**src/include/adcsc_pkg.sv**
```systemverilog
// Package for the converter scan and result control block.
// Assumes a single 200 MHz core clock and an APB register bus with 32-bit data.
package adcsc_pkg;

	// Register byte offsets.
	localparam logic [7:0] ADDR_CTRL = 8'h00;
	localparam logic [7:0] ADDR_PIN_CONFIG = 8'h04;
	localparam logic [7:0] ADDR_RESULT = 8'h08;
	localparam logic [7:0] ADDR_STATUS = 8'h0C;

	// Converter geometry.
	localparam int RAW_W = 10;
	localparam int RES_W = 16;
	localparam int CH_W = 5;
	localparam int NUM_LOW_CH = 24;
	localparam logic [CH_W-1:0] LAST_LOW_CH = 5'h17;
	localparam logic [CH_W-1:0] SCAN_LEN = 5'h04;
	localparam logic [CH_W-1:0] LAST_SCAN_START = 5'h14;

	// Control register fields.
	localparam int CTRL_START_BIT = 0;
	localparam int CTRL_SCAN_BIT = 1;
	localparam int CTRL_CH_LSB = 8;

	// Status register fields.
	localparam int STAT_BUSY_BIT = 0;
	localparam int STAT_DONE_BIT = 1;
	localparam int STAT_OVR_BIT = 2;
	localparam int STAT_CH_LSB = 8;

	// Reset values and the result padding.
	localparam logic [CH_W-1:0] PIN_CONFIG_RST = 5'h00;
	localparam logic [RES_W-1:0] RESULT_RST = 16'h0000;
	localparam logic [5:0] RESULT_PAD = 6'h00;

	typedef enum logic [1:0] {
		ST_IDLE,
		ST_CONVERT,
		ST_WAIT
	} adcsc_state_type;

endpackage : adcsc_pkg

```
**src/core/adcsc_top.sv**
```systemverilog
// Converter control: channel assignment, left-justified result and four-channel scan.
// Assumes an external analog core with a start/done handshake on the core clock,
// and an APB master plus a transfer controller on the same clock.
//
// How it works
// - Analog channels form one ascending run.
// - Result left-justified, bits fifteen down six.
// - Scan converts four consecutive low channels.
// - One result register, each conversion overwrites.
// - Transfer controller request per completed result.
//
// Register map, one aligned 32-bit word per register.
// The control word at offset zero holds a write-one start bit in bit zero.
// Bit one of the control word selects scan mode when it is set.
// Bits twelve to eight of the control word hold the first channel.
// A first channel above the last low channel is clamped to that channel.
// In scan mode the first channel is clamped further so that four fit.
// The pin configuration word holds the count of analog channels.
// A count above twenty-four is clamped to twenty-four.
// The result word is read only and holds the justified sample in bits 15 to 0.
// The status word reports busy, done, overrun and the current channel.
// Writing one to done or overrun in the status word clears that flag.
// Any other offset answers with an error and reads as zero.
//
// Bus timing.
// Every access is answered one cycle after its first access edge.
// Ready and error stand for exactly one cycle; read data holds until the next access.
// Back-to-back transfers are accepted with no extra idle cycle.
// The registered answer costs one wait state but keeps the outputs glitch free.
//
// Conversion timing.
// A start write launches the first start pulse one edge later.
// The analog core answers each start with one done pulse and its sample.
// Done is only taken while a conversion is outstanding.
// The completion pulse and the transfer request follow done by one edge.
// In scan mode the next start follows each completion by one edge.
// A start write while busy is ignored, which keeps the channel order intact.
//
// Result handling.
// There is only one result register, so every channel overwrites it.
// The reader must fetch it between two completions of a scan.
// A result overwritten before it was read raises the sticky overrun flag.
// A bus read of the result or a transfer acknowledge clears done.
// When a new completion meets a clear in one cycle, the completion wins.
// The transfer request stays up until it is acknowledged.
// A second completion before the acknowledge keeps the request up.
//
// Pin assignment.
// The analog pins are enabled from channel zero upwards by a single count.
// A gap in the analog run therefore cannot be configured at all.
// The pin enables are registered so the pin muxes see clean levels.
//
// Clocking and reset.
// Everything runs on the core clock; the analog core shares that clock.
// The clock enable freezes every flip-flop, outputs included.
// The asynchronous reset clears every register to its idle value.
// No input crosses a clock domain, so no synchroniser is needed.
//
// Limitations.
// Only the lower twenty-four channels are covered by this block.
// The sample rate is set by the analog core's done timing and the sequencer's wait state between scan conversions.
// Overrun is reported but the lost sample cannot be recovered.
//
// Observability.
// Every output comes straight from a flip-flop for easy checking.
// A port checker may watch the bus, converter and pin outputs.
// No output depends combinationally on any input.
//
// Encoding.
// The sequencer state is an enum so the tool may choose its encoding.
module adcsc_top (
	input wire logic core_clk_i,
	input wire logic arst_n_i,
	input wire logic clk_en_i,
	input wire logic psel_i,
	input wire logic penable_i,
	input wire logic pwrite_i,
	input wire logic [7:0] paddr_i,
	input wire logic [31:0] pwdata_i,
	output logic [31:0] prdata_o,
	output logic pready_o,
	output logic pslverr_o,
	output logic conv_start_o,
	output logic [4:0] conv_channel_o,
	input wire logic conv_done_i,
	input wire logic [9:0] conv_data_i,
	output logic [23:0] analog_pin_en_o,
	output logic conv_complete_o,
	output logic dtc_req_o,
	input wire logic dtc_ack_i
);

	// Bus, control and converter state.
	logic [31:0] prdata_q, prdata_d;
	logic pready_q, pready_d;
	logic pslverr_q, pslverr_d;
	logic scan_mode_q, scan_mode_d;
	logic [4:0] start_ch_q, start_ch_d;
	logic [4:0] pin_cfg_q, pin_cfg_d;
	logic [15:0] result_q, result_d;
	logic done_q, done_d;
	logic ovr_q, ovr_d;
	logic unread_q, unread_d;
	logic [4:0] cur_ch_q, cur_ch_d;
	logic [4:0] scan_cnt_q, scan_cnt_d;
	logic start_q, start_d;
	logic complete_q, complete_d;
	logic dtc_q, dtc_d;
	logic [23:0] pin_en_q, pin_en_d;
	adcsc_pkg::adcsc_state_type state_q, state_d;

	logic wr_acc;
	logic rd_acc;
	logic start_req;
	logic conv_fire;
	logic [4:0] scan_first;

	// Left-justify a raw sample into the result register layout.
	function automatic logic [15:0] justify(input logic [9:0] raw);
		justify = {raw, adcsc_pkg::RESULT_PAD};
	endfunction : justify

	// Clamp a scan start so the four channels stay inside the low range.
	function automatic logic [4:0] clamp_start(input logic [4:0] ch);
		clamp_start = (ch > adcsc_pkg::LAST_SCAN_START) ? adcsc_pkg::LAST_SCAN_START : ch;
	endfunction : clamp_start

	assign wr_acc = psel_i & penable_i & pwrite_i & ~pready_q;
	assign rd_acc = psel_i & penable_i & ~pwrite_i & ~pready_q;
	assign start_req = wr_acc && (paddr_i == adcsc_pkg::ADDR_CTRL)
		&& pwdata_i[adcsc_pkg::CTRL_START_BIT];
	assign conv_fire = (state_q == adcsc_pkg::ST_CONVERT) && conv_done_i;
	assign scan_first = clamp_start(start_ch_d);

	// Pin enables: a contiguous run from channel zero up to the configured count.
	// A single count field makes a gap in the analog run impossible by construction.
	genvar gi;
	generate
		for (gi = 0; gi < adcsc_pkg::NUM_LOW_CH; gi++) begin : g_pin
			assign pin_en_d[gi] = (5'(gi) < pin_cfg_q);
		end
	endgenerate

	// APB slave: one wait state, answers every access on the second access cycle.
	always_comb begin
		pready_d = 1'b0;
		pslverr_d = 1'b0;
		prdata_d = prdata_q;
		scan_mode_d = scan_mode_q;
		start_ch_d = start_ch_q;
		pin_cfg_d = pin_cfg_q;
		if (psel_i && penable_i && !pready_q) begin
			pready_d = 1'b1;
			prdata_d = 32'h0000_0000;
			case (paddr_i)
				adcsc_pkg::ADDR_CTRL: begin
					prdata_d[adcsc_pkg::CTRL_SCAN_BIT] = scan_mode_q;
					prdata_d[adcsc_pkg::CTRL_CH_LSB +: 5] = start_ch_q;
				end
				adcsc_pkg::ADDR_PIN_CONFIG: begin
					prdata_d[4:0] = pin_cfg_q;
				end
				adcsc_pkg::ADDR_RESULT: begin
					prdata_d[15:0] = result_q;
				end
				adcsc_pkg::ADDR_STATUS: begin
					prdata_d[adcsc_pkg::STAT_BUSY_BIT] = (state_q != adcsc_pkg::ST_IDLE);
					prdata_d[adcsc_pkg::STAT_DONE_BIT] = done_q;
					prdata_d[adcsc_pkg::STAT_OVR_BIT] = ovr_q;
					prdata_d[adcsc_pkg::STAT_CH_LSB +: 5] = cur_ch_q;
				end
				default: begin
					pslverr_d = 1'b1;
				end
			endcase
			if (pwrite_i) begin
				// Writes answer with the addressed word; unmapped ones read zero.
				if (paddr_i == adcsc_pkg::ADDR_CTRL) begin
					scan_mode_d = pwdata_i[adcsc_pkg::CTRL_SCAN_BIT];
					start_ch_d = (pwdata_i[adcsc_pkg::CTRL_CH_LSB +: 5] > adcsc_pkg::LAST_LOW_CH)
						? adcsc_pkg::LAST_LOW_CH : pwdata_i[adcsc_pkg::CTRL_CH_LSB +: 5];
				end else if (paddr_i == adcsc_pkg::ADDR_PIN_CONFIG) begin
					pin_cfg_d = (pwdata_i[4:0] > 5'(adcsc_pkg::NUM_LOW_CH))
						? 5'(adcsc_pkg::NUM_LOW_CH) : pwdata_i[4:0];
				end else if (paddr_i != adcsc_pkg::ADDR_STATUS) begin
					pslverr_d = 1'b1;
				end
			end
		end
	end

	// Conversion sequencer and the single result register.
	always_comb begin
		state_d = state_q;
		cur_ch_d = cur_ch_q;
		scan_cnt_d = scan_cnt_q;
		start_d = 1'b0;
		complete_d = 1'b0;
		dtc_d = dtc_q & ~dtc_ack_i;
		result_d = result_q;
		done_d = done_q;
		ovr_d = ovr_q;
		unread_d = unread_q;
		// Reading the result by bus or by the transfer controller clears unread and done.
		if ((rd_acc && paddr_i == adcsc_pkg::ADDR_RESULT) || (dtc_q && dtc_ack_i)) begin
			unread_d = 1'b0;
			done_d = 1'b0;
		end
		// Writing one to the done or overrun status bit clears it.
		if (wr_acc && paddr_i == adcsc_pkg::ADDR_STATUS) begin
			if (pwdata_i[adcsc_pkg::STAT_DONE_BIT]) begin
				done_d = 1'b0;
			end
			if (pwdata_i[adcsc_pkg::STAT_OVR_BIT]) begin
				ovr_d = 1'b0;
			end
		end
		case (state_q)
			adcsc_pkg::ST_IDLE: begin
				if (start_req) begin
					cur_ch_d = scan_mode_d ? scan_first : start_ch_d;
					scan_cnt_d = adcsc_pkg::SCAN_LEN - 5'h01;
					if (!scan_mode_d) begin
						scan_cnt_d = 5'h00;
					end
					start_d = 1'b1;
					state_d = adcsc_pkg::ST_CONVERT;
				end
			end
			adcsc_pkg::ST_CONVERT: begin
				if (conv_fire) begin
					result_d = justify(conv_data_i);
					ovr_d = ovr_d | unread_q;
					unread_d = 1'b1;
					done_d = 1'b1;
					complete_d = 1'b1;
					dtc_d = 1'b1;
					state_d = (scan_cnt_q == 5'h00) ? adcsc_pkg::ST_IDLE : adcsc_pkg::ST_WAIT;
				end
			end
			adcsc_pkg::ST_WAIT: begin
				cur_ch_d = cur_ch_q + 5'h01;
				scan_cnt_d = scan_cnt_q - 5'h01;
				start_d = 1'b1;
				state_d = adcsc_pkg::ST_CONVERT;
			end
			default: begin
				state_d = adcsc_pkg::ST_IDLE;
			end
		endcase
	end

	// Registers; the clock enable freezes every flip-flop.
	always_ff @(posedge core_clk_i or negedge arst_n_i) begin
		if (!arst_n_i) begin
			prdata_q <= 32'h0000_0000;
			pready_q <= 1'b0;
			pslverr_q <= 1'b0;
			scan_mode_q <= 1'b0;
			start_ch_q <= 5'h00;
			pin_cfg_q <= adcsc_pkg::PIN_CONFIG_RST;
			result_q <= adcsc_pkg::RESULT_RST;
			done_q <= 1'b0;
			ovr_q <= 1'b0;
			unread_q <= 1'b0;
			cur_ch_q <= 5'h00;
			scan_cnt_q <= 5'h00;
			start_q <= 1'b0;
			complete_q <= 1'b0;
			dtc_q <= 1'b0;
			pin_en_q <= 24'h00_0000;
			state_q <= adcsc_pkg::ST_IDLE;
		end else if (clk_en_i) begin
			prdata_q <= prdata_d;
			pready_q <= pready_d;
			pslverr_q <= pslverr_d;
			scan_mode_q <= scan_mode_d;
			start_ch_q <= start_ch_d;
			pin_cfg_q <= pin_cfg_d;
			result_q <= result_d;
			done_q <= done_d;
			ovr_q <= ovr_d;
			unread_q <= unread_d;
			cur_ch_q <= cur_ch_d;
			scan_cnt_q <= scan_cnt_d;
			start_q <= start_d;
			complete_q <= complete_d;
			dtc_q <= dtc_d;
			pin_en_q <= pin_en_d;
			state_q <= state_d;
		end
	end

	assign prdata_o = prdata_q;
	assign pready_o = pready_q;
	assign pslverr_o = pslverr_q;
	assign conv_start_o = start_q;
	assign conv_channel_o = cur_ch_q;
	assign analog_pin_en_o = pin_en_q;
	assign conv_complete_o = complete_q;
	assign dtc_req_o = dtc_q;

endmodule : adcsc_top

```
**config.mk**
```make
export PLATFORM = sky130hd
export DESIGN_NAME = adcsc_top
export DESIGN_NICKNAME = d
export VERILOG_FILES = /design/src/include/adcsc_pkg.sv /design/src/core/adcsc_top.sv
export SDC_FILE = /design/constraint.sdc
export NUM_CORES = 1
export LEC_CHECK = 0
export BUFFER_PORTS_ARGS = -buffer_cell sky130_fd_sc_hd__buf_2
export CORE_MARGIN = 1.5
export CORE_UTILIZATION = 51
export DETAILED_ROUTE_END_ITERATION = 10
export GPL_TIMING_DRIVEN = 0
export PLACE_DENSITY = 0.8
export SYNTH_ARGS = -nofsm -noshare
export SYNTH_HDL_FRONTEND = slang
export SYNTH_SLANG_ARGS = --single-unit
```
**constraint.sdc**
```tcl
create_clock -name core_clk_i -period 1.75 [get_ports core_clk_i]
set_input_delay 0.175 -clock core_clk_i [delete_from_list [all_inputs] [get_ports core_clk_i]]
set_output_delay 0.175 -clock core_clk_i [all_outputs]
set_load 0.05 [all_outputs]
```
==> results of run 1 <==
[path summary, 6_finish.rpt]
path / startpoint / end / slack (ps) / cells past startpoint
setup reg to reg: pready_o / pin_cfg_q[3] / 30 / 4
hold reg to reg: analog_pin_en_o[7] / analog_pin_en_o[7] / 480 / 1
min in group asynchronous: arst_n_i / result_q[9] / 230 / 2
max in group asynchronous: arst_n_i / pready_o / 950 / 3
setup / recovery: pready_o / pin_cfg_q[3] / 30 / 4
hold / removal: conv_data_i[7] / result_q[13] / 50 / 2
[layout make-up]
cell class                      instances  share of cell area, %
Clock inverter                          7                  1.632
Timing Repair Buffer                   91                  10.58
Clock buffer                            9                  2.606
Sequential cell                        80                  42.14
Inverter                               17                  1.342
Tap cell                               99                  2.606
Buffer                                 38                  4.896
Multi-Input combinational cell        263                  34.19
[worst max-delay path, cell delays in order (launching register included)]
cell and delay [ps]:
dfrtp_2 430, and3b_2 320, nand4_4 190, nor3_4 340, mux2_4 330
[power by group through the flow]
| stage | sequential, mW | combinational, mW | clock (mW) |
|---|---|---|---|
| after detailed placement | 2.40 | 1.24 | 0 |
| after floorplan | 2.61 | 0.671 | 0 |
| after global routing | 2.41 | 1.37 | 1.48 |
| after global placement | 2.39 | 1.19 | 0 |
| after CTS | 2.37 | 1.24 | 1.41 |
| final | 2.38 | 1.25 | 1.40 |
[Yosys cell counts (all sizes together) (2+ instances only)]
| master | n | area, sq um |
|---|---|---|
| nor3 | 5 | 36.29 |
| o211ai | 4 | 30.03 |
| nor2 | 30 | 120.1 |
| mux2 | 14 | 157.6 |
| a22o | 9 | 81.33 |
| dfrtp | 80 | 2002 |
| ha | 3 | 37.54 |
| nor3b | 2 | 26.28 |
| o22a | 2 | 17.52 |
| o21ai | 44 | 224.0 |
| nand2 | 39 | 153.9 |
| a31oi | 9 | 56.30 |
| and4 | 2 | 17.52 |
| nand3 | 10 | 50.05 |
| a21oi | 27 | 135.1 |
| and3 | 3 | 18.77 |
| a21o | 3 | 22.52 |
| nand4 | 3 | 33.78 |
| mux2i | 11 | 110.1 |
| inv | 17 | 63.81 |
| clkbuf | 13 | 48.80 |
| nand2b | 6 | 37.54 |
| nor2b | 2 | 12.51 |
| buf | 25 | 178.9 |
[logic make-up (layout without fill, tap and decap cells)]
family	after synthesis	in the layout	synth area share, %
AOI/OAI and AO/OA	109	109	17.22
adders and majority gates	3	3	0.9783
other	1	17	0.09772
DFF	80	80	52.17
buffers and inverters	55	162	7.597
muxes	25	25	6.978
and+or+nand+nor	109	109	14.97
[timing repair]
| action | in CTS | in global routing |
|---|---|---|
| endpoints found under the hold margin | 40 | 0 |
| gates resized for setup | 0 | 10 |
| setup buffers | 0 | 7 |
| pin swaps | 1 | 5 |
| hold buffers | 1 | 0 |
| endpoints found under the setup margin | 1 | 21 |
[sequential cells by signal, summed over array words and instances, names as in the netlist, 2 cells and up]
name             flops
pin_cfg_q            5
analog_pin_en_o     24
result_q            10
scan_cnt_q           5
prdata_o            15
start_ch_q           5
conv_channel_o       5
state_q              2
[per-layer routing]
metal	vias to the layer above	part of all wire, %	global-route usage [%]
met5	-	0	0
met1	1555	43	32.06
met2	140	46	35.88
met3	27	7.4	5.499
met4	0	2.8	10.58
li1	1544	-	-
[per-stage QoR]
step | setup slack, ps | hold WS (ps)
5_1_grt | -12.18 | 48.58
3_5_place_dp | -110.4 | 54.74
3_3_place_gp | -201.6 | 407.8
6_report | 28.31 | 46.56
4_1_cts | 6.156 | 34.81
2_1_floorplan | 62.73 | -120.6
==> summary.txt, run 1 <==
number of enable flip-flop cells after synthesis - 0
post-route core utilization - 65.53%
pwr dens - 1057 mW/mm^2
CTS root buf - clkbuf_8
first-pass GRT wire length - 15140 um
gp weighted congestion - 0.8659
crit path DAT - 1980 ps
Post-Place Cells - 580
wire per inst - 15.22 um
Seq/Total Area, Yosys - 52.17%
clock period minus worst slack - 1722 ps
setup TNS - 0 ps
dominant synthesized flop cell - dfrtp_1
# Max-Cap Violations - 0
synthesis-stage register bit count - 80
Die Y - 89.75 um
initial antenna violation count - 0
clk sinks - 80
Die X-Extent - 89.75 um
die area - 0.008054 sq mm
most common cell after layout, fill and taps aside - buf_2
Post-Syn Instances - 382
wirelength, routed - 9190 um
RSZ-0062 raised after global routing - true
ANT cells - 0
CP Class - reg -> reg
via count - 3266
CP Max Fanout - 7
nets@finish - 561
status - finished, final reports clean
drt first pass iters - 5
clock-pin slew on the worst setup and hold paths - 90 ps
Least-Margin Pin Slew - 517.5 ps
grt total ovfl - 0
Reg power frac - 47.3%
VDD IR-drop max - 0.6837 mV
Finished Cell Area - 0.004753 sq mm
Max Slew Vio Count - 0
commonest non-fill, non-tap cells in the layout - 86 x buf_2, 79 x dfrtp_1, 38 x nand2_1, 36 x o21ai_0, 29 x nor2_1
I/O Pins - 124
internal power - 3.267 mW
clock buffer depth - 2
Tot Pwr - 5.023 mW
HP Class - in -> reg
CP Launch Type - flip-flop
register area - 0.002003 sq mm
Antenna Nets Post-Route - 0
drt via density - 5.407
share of flip-flops with an asynchronous set or reset - 100.0%
GRT Util Overall - 23.49%
Worst Path Required - 2010 ps
DP Area - 0.004464 sq mm
clock latency on the worst-skew pair - 360 ps
starting DRC count in detailed routing - 167
CTS tree - yes
synth-to-layout area growth - 23.87%
vias in the first global route - 3092
Core Box Area - 0.007253 sq mm
slew margin rel. - 65.50%
Clk pwr share - 27.8%
fmax - 0.5808 GHz
Multi-input gate area - 0.001625 sq mm
Leakage - 2.348 nW
Fin. Hold Viols - 0
switching share of power - 34.97%
post-synth cell types - 54
Tcrit/Tclk final - 98.38%
Port Buf Inserts - 82
setup violators final - 0
fraction of final layout cells sized beyond drive strength 1 - 32.28%
Num CTS Buffers - 9
Worst Setup End Kind - flip-flop
syn_area_per_cell - 10.05 sq um
hpwl dp - 6629 um
Starting Density - 52.91%
combinational share of power - 24.9%
# fillers - 612
Clock Skew - 7.898 ps
P_sw - 1.756 mW
Synth Cell Area - 0.003837 sq mm
DRC Markers - 0
H-tree depth - 3
synth warn - 0
largest net degree at the start of global routing - 66
Core Rows - 31
Non-Filler Instances - 604
(Power assumes the default switching activity.)
==> inputs of run 2 (changes only) <==
--- a/config.mk
+++ b/config.mk
@@ -7,10 +7,11 @@
 export LEC_CHECK = 0
 export BUFFER_PORTS_ARGS = -buffer_cell sky130_fd_sc_hd__buf_2
 export CORE_MARGIN = 1.5
-export CORE_UTILIZATION = 51
+export CORE_UTILIZATION = 30
 export DETAILED_ROUTE_END_ITERATION = 10
 export GPL_TIMING_DRIVEN = 0
-export PLACE_DENSITY = 0.8
+export PLACE_DENSITY = 0.53
+export SLEW_MARGIN = 40
 export SYNTH_ARGS = -nofsm -noshare
 export SYNTH_HDL_FRONTEND = slang
 export SYNTH_SLANG_ARGS = --single-unit
==> run 2 against run 1 <==
Sequential power is essentially flat. Via count shrank 2.0%. Clock power grew 44%. Hold slack gained 22 ps. Routed wire length grew 8.8%. Maximum frequency grew 2.0%. Clock skew is essentially flat. Cell count grew 12%. Critical endpoint is now scan_cnt_q[0]. Highest routed layer unchanged.
==> summary.txt, run 2 (synthesis results as in run 1) <==
Port Buf Inserts - 82
clock-pin slew on the worst setup and hold paths - 60 ps
H-tree depth - 3
DP Area - 0.004552 sq mm
ANT cells - 0
Core Box Area - 0.01257 sq mm
critical path launch point - pready_o
pwr dens - 1146 mW/mm^2
grt total ovfl - 0
Post-Place Cells - 653
commonest non-fill, non-tap cells in the layout - 87 x buf_2, 79 x dfrtp_1, 38 x nand2_1, 36 x o21ai_0, 29 x nor2_1
cell family with most CP delay - simple AND/OR/NAND/NOR gates
PnR worst setup slack - 62.90 ps
I/O Pins - 124
Worst Setup End Kind - flip-flop
Tot Pwr - 5.657 mW
Max Slew Vio Count - 0
Starting Density - 30.53%
drt via density - 4.748
die area - 0.01348 sq mm
Antenna Nets Post-Route - 0
wirelength, routed - 9998 um
most common cell after layout, fill and taps aside - buf_2
Die X-Extent - 116.1 um
initial antenna violation count - 0
CTS tree - yes
GRT Util Overall - 15.46%
Clock Skew - 7.544 ps
fmax - 0.5927 GHz
CP Class - reg -> reg
clock latency on the worst-skew pair - 340 ps
starting DRC count in detailed routing - 145
largest net degree at the start of global routing - 43
via count - 3200
Non-Filler Instances - 674
max reg flops - 24
status - finished, final reports clean
min-delay src - conv_data_i[1]
DRC Markers - 0
CP Max Fanout - 5
# Max-Cap Violations - 0
# fillers - 1273
worst slack at placement - -133.7 ps
R2R setup slack - 60 ps
RR Endpoint - scan_cnt_q[0]
Finished Cell Area - 0.004937 sq mm
slowest CP cell - dfrtp_2
vias in the first global route - 2999
Die Y - 116.1 um
Core Rows - 41
wire per inst - 14.83 um
VDD IR-drop max - 0.6427 mV
worst-path cell chain - and3b_2 > and4_1 > buf_6 > mux2i_4 > nand2_1 > a22o_1
HP Class - in -> reg
CP Buf/Inv Count - 1
hold path depth - 2
Worst Path Required - 1980 ps
Fin. Hold Viols - 0
crit-path max cell delay - 410 ps
first-pass GRT wire length - 15790 um
hpwl dp - 7366 um
fraction of final layout cells sized beyond drive strength 1 - 31.67%
Least-Margin Pin Slew - 544.2 ps
setup violators final - 0
CP Launch Type - flip-flop
Worst Hold Path EP - result_q[7]
CTS root buf - clkbuf_16
slew margin rel. - 63.72%
Tcrit/Tclk final - 96.41%
nets@finish - 558
Leakage - 2.385 nW
clock buffer depth - 2
reg-to-reg startpoint - pready_o
Num CTS Buffers - 9
crit path DAT - 1920 ps
worst hold margin - 68.96 ps
synth-to-layout area growth - 28.66%
drt first pass iters - 4
clock period minus worst slack - 1687 ps
clk sinks - 80
Worst R2R Path Depth - 6
gp weighted congestion - 0.7727
run 2: stage by stage:
step	utilization [%]	TNS [ps]
after global placement	36.01	-10550
after floorplan	-	0
after detailed placement	36.22	-1021
after global routing	39.28	-37.76
after CTS	39.00	0
final	39.28	0
run 2: timing repair:
item,CTS,global route
pin swaps,1,1
setup endpoints to repair,11,9
hold buffers,1,0
resized for setup,2,8
hold endpoints to repair,38,0
setup buffers,2,2
run 2: worst max-delay path by stage:
stage | slack (ps) | depth (start not counted) | end
6_report | 60 | 6 | scan_cnt_q[0]
4_1_cts | 2 | 6 | scan_cnt_q[0]
3_3_place_gp | -270 | 1 | pready_o
5_1_grt | -30 | 6 | scan_cnt_q[0]
2_1_floorplan | 60 | 6 | scan_cnt_q[0]
3_5_place_dp | -130 | 5 | result_q[13]
run 2: power breakdown:
| part | total [mW] | internal, mW | switching, mW |
|---|---|---|---|
| Combinational | 1.24 | 0.455 | 0.787 |
| Sequential | 2.40 | 2.14 | 0.261 |
| Clock | 2.02 | 1.25 | 0.766 |
run 2: per-layer routing:
| metal | global-route usage [%] | share of wire, % |
|---|---|---|
| met5 | 0 | 0 |
| met4 | 4.309 | 1.1 |
| met1 | 20.40 | 45 |
| met3 | 4.307 | 6.3 |
| met2 | 25.06 | 47 |
run 2: layout make-up:
type,instances,area (sq um),area share (%)
flip-flops and latches,80,2003,40.57
multi-input cells,263,1624,32.89
repair buffers,88,476.7,9.655
plain buffers,38,234.0,4.739
clock buffers,9,225.2,4.562
well taps,172,215.2,4.359
clock inverters,7,95.09,1.926
inverters,17,63.81,1.292
